`config.mk`:
```
export PLATFORM = sky130hd
export DESIGN_NAME = biodc_decode
export DESIGN_NICKNAME = d
export VERILOG_FILES = /design/src/core/biodc_pkg.sv /design/src/core/biodc_decode.sv
export SDC_FILE = /design/constraint.sdc
export NUM_CORES = 1
export LEC_CHECK = 0
export ABC_AREA = 1
export BUFFER_PORTS_ARGS = -buffer_cell sky130_fd_sc_hd__buf_2
export CORE_UTILIZATION = 30
export CTS_CLUSTER_DIAMETER = 60
export CTS_CLUSTER_SIZE = 12
export DETAILED_ROUTE_END_ITERATION = 8
export GPL_TIMING_DRIVEN = 0
export PLACE_DENSITY_LB_ADDON = 0.05
export SLEW_MARGIN = 20
export SYNTH_ARGS = -nofsm -noshare
export SYNTH_HDL_FRONTEND = slang
export SYNTH_SLANG_ARGS = --single-unit
```
`constraint.sdc`:
```
create_clock -name sys_clk -period 1.3 [get_ports sys_clk]
set_input_delay 0.065 -clock sys_clk [delete_from_list [all_inputs] [get_ports sys_clk]]
set_output_delay 0.065 -clock sys_clk [all_outputs]
set_load 0.01 [all_outputs]
```
`src/core/biodc_pkg.sv`:
```
package biodc_pkg;
   localparam int          DATA_W      = 16;
   localparam int          ADDR_W      = 16;
   localparam int          PAGE_W      = 4;
   localparam int          PERIPH_N    = 5;
   // Module-site window and its halves
   localparam logic [15:0] MOD_LO      = 16'h0080;
   localparam logic [15:0] MOD_HI      = 16'h00BF;
   localparam int          MOD_GRP_BIT = 5;
   localparam int          MOD_OFF_W   = 5;
   localparam int          MOD_HALF    = 4;
   localparam logic [1:0]  CS_NONE     = 2'h0;
   localparam logic [1:0]  CS_FIRST    = 2'h1;
   localparam logic [1:0]  CS_SECOND   = 2'h2;
   localparam logic [1:0]  CS_BOTH     = 2'h3;
   // On-board peripheral window
   localparam logic [15:0] PER_LO      = 16'h00C0;
   localparam logic [15:0] PER_HI      = 16'h00DF;
   localparam int          PER_PIC_M   = 0;
   localparam int          PER_PIC_S   = 1;
   localparam int          PER_PAR     = 2;
   localparam int          PER_TMR     = 3;
   localparam int          PER_SER     = 4;
   // Special control ports
   localparam logic [15:0] SPC_LO      = 16'h00E0;
   localparam logic [15:0] SPC_HI      = 16'h00FF;
   localparam logic [15:0] IO_PROT_SW  = 16'h00CA;
   localparam logic [15:0] IO_SWRST    = 16'h00E0;
   localparam logic [15:0] IO_RSTCLR   = 16'h00E2;
   localparam logic [15:0] IO_MODE     = 16'h00E4;
   localparam logic [15:0] IO_BRKCLR   = 16'h00E6;
   localparam logic [15:0] IO_PARITY   = 16'h00E8;
   localparam logic [15:0] IO_BRDID    = 16'h00EC;
   localparam logic [15:0] IO_DPPAGE   = 16'h00EE;
   localparam logic [7:0]  SWRST_VAL   = 8'h01;
   localparam logic [7:0]  RSTCLR_VAL  = 8'h00;
   localparam logic [7:0]  BRKCLR_VAL  = 8'h00;
   localparam logic [3:0]  PAGE_RST    = 4'h0;
   // Coprocessor window
   localparam logic [15:0] DMA_LO      = 16'h0180;
   localparam logic [15:0] DMA_HI      = 16'h037F;
endpackage : biodc_pkg

```
`src/core/biodc_decode.sv`:
```
`timescale 1ns/1ps
// Summary of operation
// - No expansion site fitted: 80H-0BFH cycles go to the backplane.
// - Byte access, even address 80H-8EH: first module select only.
// - Word access, even address 80H-8EH or 0A0H-0AEH, 16-bit module: both module selects together.
// - Byte access, odd address 81H-8FH or 0A1H-0AFH, 16-bit module: second module select only.
// - Byte access, 8-bit module, even 90H-9EH or 0B0H-0BEH: second module select.
// - Address groups go to their connectors; swap option exchanges them.
// - Byte chip selects at even ports 0C0H-0DEH for on-board peripherals.
// - Word write to 0CAH enters protected mode; byte read goes to port B.
// - Byte read of 0E4H returns addressing mode in bit 0.
// - Byte write of 0E4H sets mode from data bit 0.
// - Byte write of 01H to 0E0H starts a software reset.
// - Byte read of 0E0H returns reset-cause flag in bit 0.
// - Byte write of 00H to 0E2H clears the reset-cause flag.
// - Byte write of 0H to 0E6H clears the break-detect interrupt.
// - Any byte write to 0E8H clears the parity-error interrupt.
// - Byte read of 0E8H arms a parity error on next memory access.
// - Word read of 0ECH returns board ID; byte write 0EEH selects page.
// - Cycles arriving from the backplane are never claimed on board.
// - Without the coprocessor, 180H-37FH goes to the backplane.
// - Dual-port disabled while start address exceeds end address.
// - Dual-port start and end do not depend on the page.
// - Page select is 4 bits, 0H-FH valid, resets to 0H.
module biodc_decode
   import biodc_pkg::*;
#(
   parameter int DP_AW = 16
) (
   input  wire logic                        sys_clk,
   input  wire logic                        reset,
   input  wire logic                        ioReq,
   input  wire logic                        ioWrite,
   input  wire logic                        ioWord,
   input  wire logic                        ioFromBackplane,
   input  wire logic [biodc_pkg::ADDR_W-1:0] ioAddr,
   input  wire logic [biodc_pkg::DATA_W-1:0] ioWrData,
   input  wire logic [1:0]                  siteFitted,
   input  wire logic [1:0]                  siteWide,
   input  wire logic                        swapSites,
   input  wire logic                        dmaFitted,
   input  wire logic [biodc_pkg::DATA_W-1:0] boardIdIn,
   input  wire logic [DP_AW-1:0]            dpStartAddr,
   input  wire logic [DP_AW-1:0]            dpEndAddr,
   input  wire logic                        localMemAccess,
   input  wire logic                        breakDetect,
   input  wire logic                        parityErrDetect,
   output logic                             ioAck_q,
   output logic [biodc_pkg::DATA_W-1:0]     ioRdData_q,
   output logic                             bpIoReq_q,
   output logic [1:0]                       modCsConn0_q,
   output logic [1:0]                       modCsConn1_q,
   output logic [biodc_pkg::PERIPH_N-1:0]   periphCs_q,
   output logic [1:0]                       periphReg_q,
   output logic                             dmaIoCs_q,
   output logic                             protectedMode_q,
   output logic                             softResetPulse_q,
   output logic                             resetCause_q,
   output logic                             breakIrq_q,
   output logic                             parityIrq_q,
   output logic [biodc_pkg::PAGE_W-1:0]     dpPageNum_q,
   output logic                             dpEnabled_q
);
   import biodc_pkg::*;

   ////////////////////////////////////////////////////////////////////////////
   function automatic logic inRange(input logic [15:0] a, input logic [15:0] lo,
                                    input logic [15:0] hi);
      return (a >= lo) && (a <= hi);
   endfunction : inRange

   // Module selects from offset within a 32-port group
   function automatic logic [1:0] modCs(input logic [MOD_OFF_W-1:0] off,
                                        input logic word, input logic wide);
      logic [1:0] cs;
      cs = CS_NONE;
      if (!off[MOD_HALF] && !off[0]) begin
         cs = (word && wide) ? CS_BOTH : CS_FIRST;
      end else if (!off[MOD_HALF] && off[0]) begin
         cs = (wide && !word) ? CS_SECOND : CS_NONE;
      end else if (off[MOD_HALF] && !off[0]) begin
         cs = (!wide && !word) ? CS_SECOND : CS_NONE;
      end
      return cs;
   endfunction : modCs

   ////////////////////////////////////////////////////////////////////////////
   logic                  accept;
   logic                  connSel;
   logic [1:0]            mcs;
   logic [7:0]            wrByte;
   logic                  byteWr;
   logic                  byteRd;
   logic                  parityArm_q;
   logic                  parityArm_d;
   logic                  ioAck_d;
   logic [DATA_W-1:0]     ioRdData_d;
   logic                  bpIoReq_d;
   logic [1:0]            modCsConn0_d;
   logic [1:0]            modCsConn1_d;
   logic [PERIPH_N-1:0]   periphCs_d;
   logic [1:0]            periphReg_d;
   logic                  dmaIoCs_d;
   logic                  protectedMode_d;
   logic                  softResetPulse_d;
   logic                  resetCause_d;
   logic                  breakIrq_d;
   logic                  parityIrq_d;
   logic [PAGE_W-1:0]     dpPageNum_d;
   logic                  dpEnabled_d;

   always_comb begin
      // Backplane-originated cycles are never ours
      // backplane cycles ignored
      accept           = ioReq && !ioFromBackplane;
      connSel          = ioAddr[MOD_GRP_BIT] ^ swapSites;
      mcs              = modCs(ioAddr[MOD_OFF_W-1:0], ioWord, siteWide[connSel]);
      wrByte           = ioWrData[7:0];
      byteWr           = ioWrite && !ioWord;
      byteRd           = !ioWrite && !ioWord;
      ioAck_d          = 1'b0;
      ioRdData_d       = '0;
      bpIoReq_d        = 1'b0;
      modCsConn0_d     = CS_NONE;
      modCsConn1_d     = CS_NONE;
      periphCs_d       = '0;
      periphReg_d      = periphReg_q;
      dmaIoCs_d        = 1'b0;
      protectedMode_d  = protectedMode_q;
      softResetPulse_d = 1'b0;
      resetCause_d     = resetCause_q;
      breakIrq_d       = breakIrq_q;
      parityIrq_d      = parityIrq_q;
      parityArm_d      = parityArm_q && !localMemAccess;
      dpPageNum_d      = dpPageNum_q;
      if (accept) begin
         if (inRange(ioAddr, MOD_LO, MOD_HI)) begin
            if (siteFitted == 2'h0) begin
               bpIoReq_d = 1'b1;
            end else if (siteFitted[connSel] && (mcs != CS_NONE)) begin
               ioAck_d = 1'b1;
               if (connSel) begin
                  modCsConn1_d = mcs;
               end else begin
                  modCsConn0_d = mcs;
               end
            end else begin
               bpIoReq_d = 1'b1;
            end
         end else if (inRange(ioAddr, PER_LO, PER_HI)) begin
            ioAck_d = 1'b1;
            if (ioAddr == IO_PROT_SW && ioWord && ioWrite) begin
               protectedMode_d = 1'b1;
            end else if (!ioAddr[0] && !ioWord) begin
               periphReg_d = ioAddr[2:1];
               case (ioAddr[4:3])
                  2'h0:    periphCs_d[ioAddr[2] ? PER_PIC_S : PER_PIC_M] = 1'b1;
                  2'h1:    periphCs_d[PER_PAR] = 1'b1;
                  2'h2:    periphCs_d[PER_TMR] = 1'b1;
                  default: periphCs_d[PER_SER] = 1'b1;
               endcase
            end
         end else if (inRange(ioAddr, SPC_LO, SPC_HI)) begin
            ioAck_d = 1'b1;
            case (ioAddr)
               IO_SWRST: begin
                  if (byteWr && wrByte == SWRST_VAL) begin
                     softResetPulse_d = 1'b1;
                     resetCause_d     = 1'b1;
                  end
                  if (byteRd) begin
                     ioRdData_d[0] = resetCause_q;
                  end
               end
               IO_RSTCLR: begin
                  if (byteWr && wrByte == RSTCLR_VAL) begin
                     resetCause_d = 1'b0;
                  end
               end
               IO_MODE: begin
                  if (byteWr) begin
                     protectedMode_d = wrByte[0];
                  end
                  if (byteRd) begin
                     ioRdData_d[0] = protectedMode_q;
                  end
               end
               IO_BRKCLR: begin
                  if (byteWr && wrByte == BRKCLR_VAL) begin
                     breakIrq_d = 1'b0;
                  end
               end
               IO_PARITY: begin
                  if (byteWr) begin
                     parityIrq_d = 1'b0;
                  end
                  if (byteRd) begin
                     parityArm_d = 1'b1;
                  end
               end
               IO_BRDID: begin
                  if (ioWord && !ioWrite) begin
                     ioRdData_d = boardIdIn;
                  end
               end
               IO_DPPAGE: begin
                  if (byteWr) begin
                     dpPageNum_d = wrByte[PAGE_W-1:0];
                  end
               end
               default: ioRdData_d = '0;
            endcase
         end else if (inRange(ioAddr, DMA_LO, DMA_HI)) begin
            if (dmaFitted) begin
               dmaIoCs_d = 1'b1;
            end else begin
               bpIoReq_d = 1'b1;
            end
         end else begin
            bpIoReq_d = 1'b1;
         end
      end
      // Events win over a clear in the same cycle
      breakIrq_d  = breakIrq_d | breakDetect;
      parityIrq_d = parityIrq_d | parityErrDetect | (parityArm_q && localMemAccess);
      dpEnabled_d = (dpStartAddr <= dpEndAddr);
   end

   always_ff @(posedge sys_clk) begin
      if (reset) begin
         ioAck_q          <= 1'b0;
         ioRdData_q       <= '0;
         bpIoReq_q        <= 1'b0;
         modCsConn0_q     <= CS_NONE;
         modCsConn1_q     <= CS_NONE;
         periphCs_q       <= '0;
         periphReg_q      <= 2'h0;
         dmaIoCs_q        <= 1'b0;
         softResetPulse_q <= 1'b0;
         protectedMode_q  <= 1'b0;
         resetCause_q     <= 1'b0;
         breakIrq_q       <= 1'b0;
         parityIrq_q      <= 1'b0;
         parityArm_q      <= 1'b0;
         dpPageNum_q      <= PAGE_RST;
         dpEnabled_q      <= 1'b0;
      end else begin
         ioAck_q          <= ioAck_d;
         ioRdData_q       <= ioRdData_d;
         bpIoReq_q        <= bpIoReq_d;
         modCsConn0_q     <= modCsConn0_d;
         modCsConn1_q     <= modCsConn1_d;
         periphCs_q       <= periphCs_d;
         periphReg_q      <= periphReg_d;
         dmaIoCs_q        <= dmaIoCs_d;
         softResetPulse_q <= softResetPulse_d;
         protectedMode_q  <= protectedMode_d;
         resetCause_q     <= resetCause_d;
         breakIrq_q       <= breakIrq_d;
         parityIrq_q      <= parityIrq_d;
         parityArm_q      <= parityArm_d;
         dpPageNum_q      <= dpPageNum_d;
         dpEnabled_q      <= dpEnabled_d;
      end
   end

   logic rdSw;
   logic wrSw;
   assign rdSw = accept && byteRd;
   assign wrSw = accept && byteWr;
endmodule : biodc_decode

```
Yosys cells after proc, flatten, opt, wreduce, memory -nomap -nowiden --
Index checks and enable logic that the tools add are counted.
Word-level totals: register bits 41, latch bits 0, bits in writable memories 0, memory bits (read-only) 0, bits of input ports 95, memories kept 0
Cells by class: $add $sub $neg 0, multipliers 0, divide/modulo/power cells 0, order comparisons 12, equal/unequal tests 14, shift operators 0, multiplexer cells 60, bitwise gates (word level) 17, reductions and logical operators 52
Operators with widths (number):
- $eq 16x8->1 const B | 8
- $ge 16x8->1 const B | 3
- $le 16x8->1 const B | 3
- $mux 1 | 48
- $reduce_or 6->1 | 5
- $logic_and 1x1->1 | 23
- $ge 16x9->1 const B | 1
- $le 16x10->1 const B | 1
- $le 16x16->1 | 1
- $reduce_or 7->1 | 2
- $not 1->1 | 13
- $mux 2 | 6
- $reduce_and 6->1 | 2
- $reduce_bool 2->1 | 5
- $eq 8x1->1 const B | 1
- $logic_not 8->1 | 1
- $pmux 1 s2 | 4
- $logic_not 1->1 | 7
- $reduce_and 7->1 | 1
- $reduce_and 5->1 | 1
- $reduce_or 5->1 | 1
- $logic_not 2->1 | 2
- $lt 1x4->1 const B | 1
- $ne 2x2->1 const B | 2
- 10 further kinds | 13

Longest topological paths before layout --
Gate-level depths: netlist of run 1.
depth after elaboration 14, gate-level depth with buffers 11, mapped depth without buffers 10

Worst setup path before layout of run 1 --
No wires, ideal clock.
path type in2reg, start point input port ioAddr[13] in the netlist's numbering, end point register ioRdData_q[10] in the netlist's numbering, data arrival time 1.170 ns, required time 1.239 ns, path slack 0.069 ns, stages 10, buffers on the path 1, path through nor2_2 -> nand2_2 -> nor2_8 -> nand2_4 -> clkinv_2 -> nand3_2 -> nor2_4 -> nand3_4 -> buf_12 -> nor2_4
Between the ends: longest elaborated chain between the ends 4
Ends and longest elaborated chain:
- start: declaration | RTL line biodc_decode.sv:36 | input wire logic [biodc_pkg::ADDR_W-1:0] ioAddr,
- $ge 16x8->1 or $le 16x8->1 (tied branches) | RTL line biodc_decode.sv:69 | return (a >= lo) && (a <= hi);
- $logic_and 1x1->1 | RTL line biodc_decode.sv:69
- $not 1->1 (no line)
- $reduce_or 7->1 (no line) (*)
- end signal: assignment | RTL line biodc_decode.sv:249 | ioRdData_q <= ioRdData_d;
- end: declaration | RTL line biodc_decode.sv:49 | output logic [biodc_pkg::DATA_W-1:0] ioRdData_q,
Mark *: on every way between the ends. The rest lies on a longest branch, timed or not. A chain may end at the register's enable or synchronous reset.

Worst setup path after layout of run 1 --
start point input port ioAddr[10] in the netlist's numbering, end point register ioRdData_q[3] in the netlist's numbering
The elaborated chain is that of the path after synthesis.

==> impl_metrics.toml, run 1 <==
[run_status]
run_status = "complete, no violations"

[logic_synthesis]
yosysTopAreaCellShare_pct = 34.8
async_reset_ff_share_pct = 0
syn_avg_cell_area_um2 = 7.09
ys.flop_type = "dfxtp_1"
synth_edf_count = 0
synth_cell_types = 31
yosys_warnings = 0
syn_nets = 444
netlist_area_mm2 = 0.00236
synth_largest_area_cell = "dfxtp_1"
netlist_top_cells_area = "dfxtp_1, inv_1, nor2_1, ha_1, nand2_1"
ys_seq_area_share_pct = 34.8
synth-seq-cells = 41
synthCells = 333

[die]
die_area_mm2 = 0.00823
die_x_um = 90.7
initial_utilization_pct = 31.7
die_height_um = 90.7
rows = 31
boundaryPins = 135
core_mm2 = 0.00745

[timing]
holdWs_ns = 0.00894
finalMaxSlewViolations = 0
skew_ns = 0.00337
setup_viol = 0
finalCritPeriodShare_pct = 91.0
fin_tns_setup_ns = 0
max_freq_mhz = 845
final_hold_viol_count = 0
rsz0062_at_grt = "false"
finalCriticalPeriod_ns = 1.18
slew_headroom_pct = 73.4
worst_slew_pin_slew_ns = 0.398

[global_route]
track_usage_pct = 15.6
globalRouteOverflowTotal = 0
grt_pass1_wl_um = 10500
grt_pass1_vias = 2327
antenna_found_initial = 0
grt_max_degree = 14

[clocking]
clock-sinks = 41
root_buffer = "clkbuf_8"
cts.clk_slew.worst_paths_ns = 0.08
cts_made_buffers = 5
insertion_delay_ns = 0.30
htree_levels = 2
cts_tree = "done"
clock_tree.buffer_depth = 2

[placement]
io_buffers = 126
placed_area_mm2 = 0.00312
dpl.hpwl_um = 4950
gp_congestion = 0.842

[cells_and_area]
fin_area_mm2 = 0.00344
antenna_cells = 0
layout-drive-gt1-share_pct = 35.0
fillCellCount = 787
final_nets = 593
syn_to_final_growth_pct = 45.8

[pwr]
powerDensity_mw_per_mm2 = 769
netSwitchingFraction_pct = 27.9
p_seq_share_pct = 47.8
fin_total_pwr_mw = 2.65
ir_drop_v = 0.000408
p_comb_share_pct = 17.4
power.net_switching_mw = 0.740
power_leakage_nw = 1.88
power.internal_mw = 1.91
clock_power_share_pct = 34.8

[critical_path]
cp_max_fo = 5
worstSetupStartpointType = "primary input"
crit_top_cell = "nor2_4"
critPathMaxStageDelay_ns = 0.20
ff2ff_path_depth = 4
cp_cell_sequence = "buf_2, nor2_4, nand2_4, nor2_8, nand2_4, clkinv_2, nand3_4, nor2_4, nand3_4, clkbuf_16, nor2_4"
cp_slowest_cell = "clkbuf_16"
arrival_ns = 1.42
crit_required_ns = 1.54
crit_type = "primary input to register"
endpoint_kind = "register"

[hold_path]
hold_depth = 3
hp-class = "primary input to register"

[run]
max_cap_viol_count = 0

[detailed_routing]
avgRoutedWirePerCell_um = 10.7
via_per_inst = 4.27
vias = 2485
antenna_left = 0
first_pass_iters = 4
drc = 0
drtIter0Drc = 81
routed_wl_um = 6240
[layout make-up]
class / instances / area (µm²) / area share, %
inverter: 65 / 245 / 7.12
buffer: 2 / 23.8 / 0.691
tap: 99 / 124 / 3.60
sequential: 41 / 821 / 23.8
timing repair buffer: 141 / 806 / 23.4
clock inverter: 2 / 13.8 / 0.400
multi-input combinational: 226 / 1330 / 38.5
clock buffer: 6 / 82.6 / 2.40
[layer usage]
metal  global-route usage (%)  share of wire [%]  routed length [µm]
met4                     4.03               0.85                  53
met5                        0                  0                   0
met2                     25.9                 45                2790
met3                     3.20                7.9                 495
met1                     20.6                 46                2900
[cell usage in the layout (no fill, tap or decap), drive strengths merged, types with 10 or more instances in the layout]
master / netlist / final
nor2: 79 / 80
dfxtp: 41 / 41
dlygate4sd3: 0 / 13
inv: 63 / 63
ha: 16 / 16
nand3: 24 / 24
buf: 1 / 128
nand2: 54 / 54
a21oi: 20 / 20
o21ai: 10 / 10
[state kept, by name (all words and copies together), names as in the netlist, 2 cells and up]
signal        cells
dpPageNum_q       4
ioRdData_q       16
modCsConn0_q      2
modCsConn1_q      2
periphCs_q        5
periphReg_q       2
[stage by stage]
stage          worst slack (ns)  instances  utilization (%)
2_1_floorplan            0.0695        333                -
3_3_place_gp             -0.288        558             41.8
3_5_place_dp             -0.291        558             41.8
4_1_cts                  0.0199        578             44.7
5_1_grt                  0.0224        582             46.2
6_report                  0.117        582             46.2
[cells in the mapped netlist, types with 6 or more instances]
master / number
o21ai_0: 9
nor2_4: 11
nand3_1: 22
nand4_1: 8
ha_1: 16
dfxtp_1: 41
nor3_1: 6
nor2_1: 61
inv_1: 61
nor2_2: 6
a21oi_1: 19
nand2_1: 50
[power groups by stage]
stage / Combinational (mW) / Sequential, mW / Clock (mW)
after floorplan: 0.208 / 1.30 / 0
after global placement: 0.414 / 1.30 / 0
after detailed placement: 0.421 / 1.30 / 0
after CTS: 0.452 / 1.27 / 0.962
after global routing: 0.528 / 1.27 / 1.02
final: 0.461 / 1.27 / 0.920
[critical path: cells and delay by family]
family | cells | cell delay (ns)
buf+inv | 3 | 0.40
simple gates | 8 | 0.94
[kinds of logic (layout without fill, tap and decap cells)]
logic type      count (synthesis)  after routing  synth area share (%)
simple gates                  176            177                  37.8
buf+inv                        67            216                  11.4
flops                          41             41                  34.8
compound gates                 32             32                  7.21
fa+ha+maj                      16             16                  8.48
xor+xnor                        1              1                 0.371
[worst paths after layout]
check	from	end	slack (ns)
max	ioAddr[10]	ioRdData_q[3]	0.12
min	boardIdIn[10]	ioRdData_q[10]	0.009
max reg2reg	resetCause_q	ioRdData_q[0]	0.47
min reg2reg	breakIrq_q	breakIrq_q	0.46
[what timing repair did]
| action | 4_1_cts | 5_1_grt |
|---|---|---|
| hold buffers | 12 | 1 |
| endpoints found under the setup margin | 0 | 17 |
| endpoints found under the hold margin | 12 | 1 |
| gates resized for setup | 0 | 8 |
| setup buffers | 0 | 1 |
Power figures use the tool's default switching activity.
==> run 2: changes to the inputs <==
--- a/config.mk
+++ b/config.mk
@@ -7,7 +7,7 @@
 export LEC_CHECK = 0
 export ABC_AREA = 1
 export BUFFER_PORTS_ARGS = -buffer_cell sky130_fd_sc_hd__buf_2
-export CORE_UTILIZATION = 30
+export CORE_UTILIZATION = 44
 export CTS_CLUSTER_DIAMETER = 60
 export CTS_CLUSTER_SIZE = 12
 export DETAILED_ROUTE_END_ITERATION = 8
==> run 2 against run 1 <==
  * Register-to-register slack improved by 0.02 ns
  * Cell count is 5.3% lower
  * Non-clock buffer count is 1 lower
  * Cell area shrank 1.9%
  * Sequential cell count did not move
  * Via count grew 0.80%
  * Global-route usage rose by 4.1 points
  * Worst hold slack got worse by 0.0022 ns
  * Die area is 31% lower
  * Total power rose by 12%
  * Setup slack worse by 0.013 ns
  * Critical path type unchanged
  * Largest cell class unchanged
==> impl_metrics.toml, run 2 (synthesis gave the netlist of run 1 again) <==
[global_route]
grt_util_met1_pct = 22.3
grt_max_degree = 15
antenna_found_initial = 0
grtUsageMet2_pct = 37.7
top_usage_layer = "met2"
grt_util_met3_pct = 3.35
grt_pass1_wl_um = 8520
grt_pass1_vias = 2068
track_usage_pct = 19.7
globalRouteOverflowTotal = 0

[critical_path]
crit_required_ns = 1.54
crit_top_cell = "nor2_4"
cp_cell_sequence = "buf_2, nor2_4, nand2_4, nor2_8, nand2_4, clkinv_2, nand3_2, nor2_4, nand3_4, buf_12, nor2_4"
worstSetupStartpointType = "primary input"
endpoint_kind = "register"
reg2reg_to = "ioRdData_q[0]"
cp_slowest_cell = "nor2_8"
cp_max_fo = 10
r2r-start = "resetCause_q"
critPathBufInv = 3
rrSetupSlack_ns = 0.49
crit_type = "primary input to register"
ff2ff_path_depth = 4
arrival_ns = 1.44
crit_family = "simple AND/OR/NAND/NOR gates"
cp.depth = 11
critPathMaxStageDelay_ns = 0.20

[clocking]
clock_tree.buffer_depth = 2
cts_made_buffers = 5
root_buffer = "clkbuf_8"
htree_levels = 2
insertion_delay_ns = 0.29
cts_tree = "done"
cts.clk_slew.worst_paths_ns = 0.08
clock-sinks = 41

[cells_and_area]
syn_to_final_growth_pct = 43.0
layout-drive-gt1-share_pct = 34.7
multi_input_comb_area_mm2 = 0.00130
layout_common_cells = "buf_2, inv_1, nor2_1, nand2_1, dfxtp_1"
top_register = "ioRdData_q"
seqCellArea_um2 = 821
final_core_util_pct = 65.7
final_nets = 591
top_regs = "ioRdData_q (16), periphCs_q (5), dpPageNum_q (4)"
fillCellCount = 498
antenna_cells = 0
largest_reg_flops = 16
layout_commonest_cell = "buf_2"
fin_area_mm2 = 0.00338

[detailed_routing]
antenna_left = 0
drtIter0Drc = 62
vias = 2505
via_per_inst = 4.55
drc = 0
avgRoutedWirePerCell_um = 10.1
first_pass_iters = 4
routed_wl_um = 5550

[timing]
final_hold_viol_count = 0
fin_tns_setup_ns = 0
worst_slew_pin_slew_ns = 0.484
slew_headroom_pct = 67.5
skew_ns = 0.00708
max_freq_mhz = 836
finalMaxSlewViolations = 0
finalCritPeriodShare_pct = 92.0
rsz0062_at_grt = "false"
finalCriticalPeriod_ns = 1.20
setup_viol = 0

[hold_path]
hold_path_end = "ioRdData_q[9]"
worstHoldStart = "boardIdIn[9]"
hold_depth = 3
hp-class = "primary input to register"

[die]
die_x_um = 75.3
rows = 26
initial_utilization_pct = 45.9
die_area_mm2 = 0.00566
die_height_um = 75.3
core_mm2 = 0.00514
boundaryPins = 135

[run_status]
run_status = "complete, no violations"

[placement]
placed_area_mm2 = 0.00308
io_buffers = 126
gp_congestion = 0.861
dpl.hpwl_um = 4430

[pwr]
powerDensity_mw_per_mm2 = 876
ir_drop_v = 0.000474
power_leakage_nw = 1.87

[run]
max_cap_viol_count = 0
## run 2: per-stage QoR
step                hold WS [ns]  total power [mW]  setup WS (ns)  cells
finish                   0.00671              2.96          0.105    551
global route              0.0100              3.10         0.0139    551
CTS                     0.000716              2.99         0.0586    548
detailed placement         0.286              1.71         -0.251    529
global placement           0.282              1.70         -0.227    529
floorplan                  0.134              1.51         0.0695    333
## run 2: worst max-delay path by stage
| stage | endpoint | start |
|---|---|---|
| 2_1_floorplan | ioRdData_q[10] | ioAddr[13] |
| 3_3_place_gp | ioRdData_q[7] | ioAddr[8] |
| 3_5_place_dp | ioRdData_q[9] | ioAddr[8] |
| 4_1_cts | ioRdData_q[9] | ioAddr[8] |
| 5_1_grt | ioRdData_q[7] | ioAddr[13] |
| 6_report | ioRdData_q[7] | ioAddr[8] |
## run 2: metal layers
layer	wire length, µm	up-vias
met1	2370	1074
li1	-	1341
met5	0	-
met3	377	4
met2	2760	86
met4	40	0
## run 2: repair_timing
| action | CTS | global route |
|---|---|---|
| hold endpoints to repair | 11 | 1 |
| buffers inserted | 0 | 2 |
| gates resized for setup | 0 | 5 |
| setup endpoints to repair | 0 | 16 |
| hold buffers | 11 | 1 |
## run 2: cell type report
type	instances	area share, %
multi-input cells	225	38.4
flip-flops and latches	41	24.3
repair buffers	140	22.7
inverters	65	7.26
well taps	70	2.59
clock buffers	5	2.04
clock inverters	3	2.04
plain buffers	2	0.704
## run 2: report_power, final
group	switching [mW]	internal [mW]	total, mW
logic	0.238	0.210	0.448
clock network	0.471	0.773	1.24
registers	0.00328	1.26	1.27
## run 2: worst min-delay path: cells and delay by family
kind	cells	cell delay (ns)
buffers and inverters	2	0.12
and+or+nand+nor	1	0.08
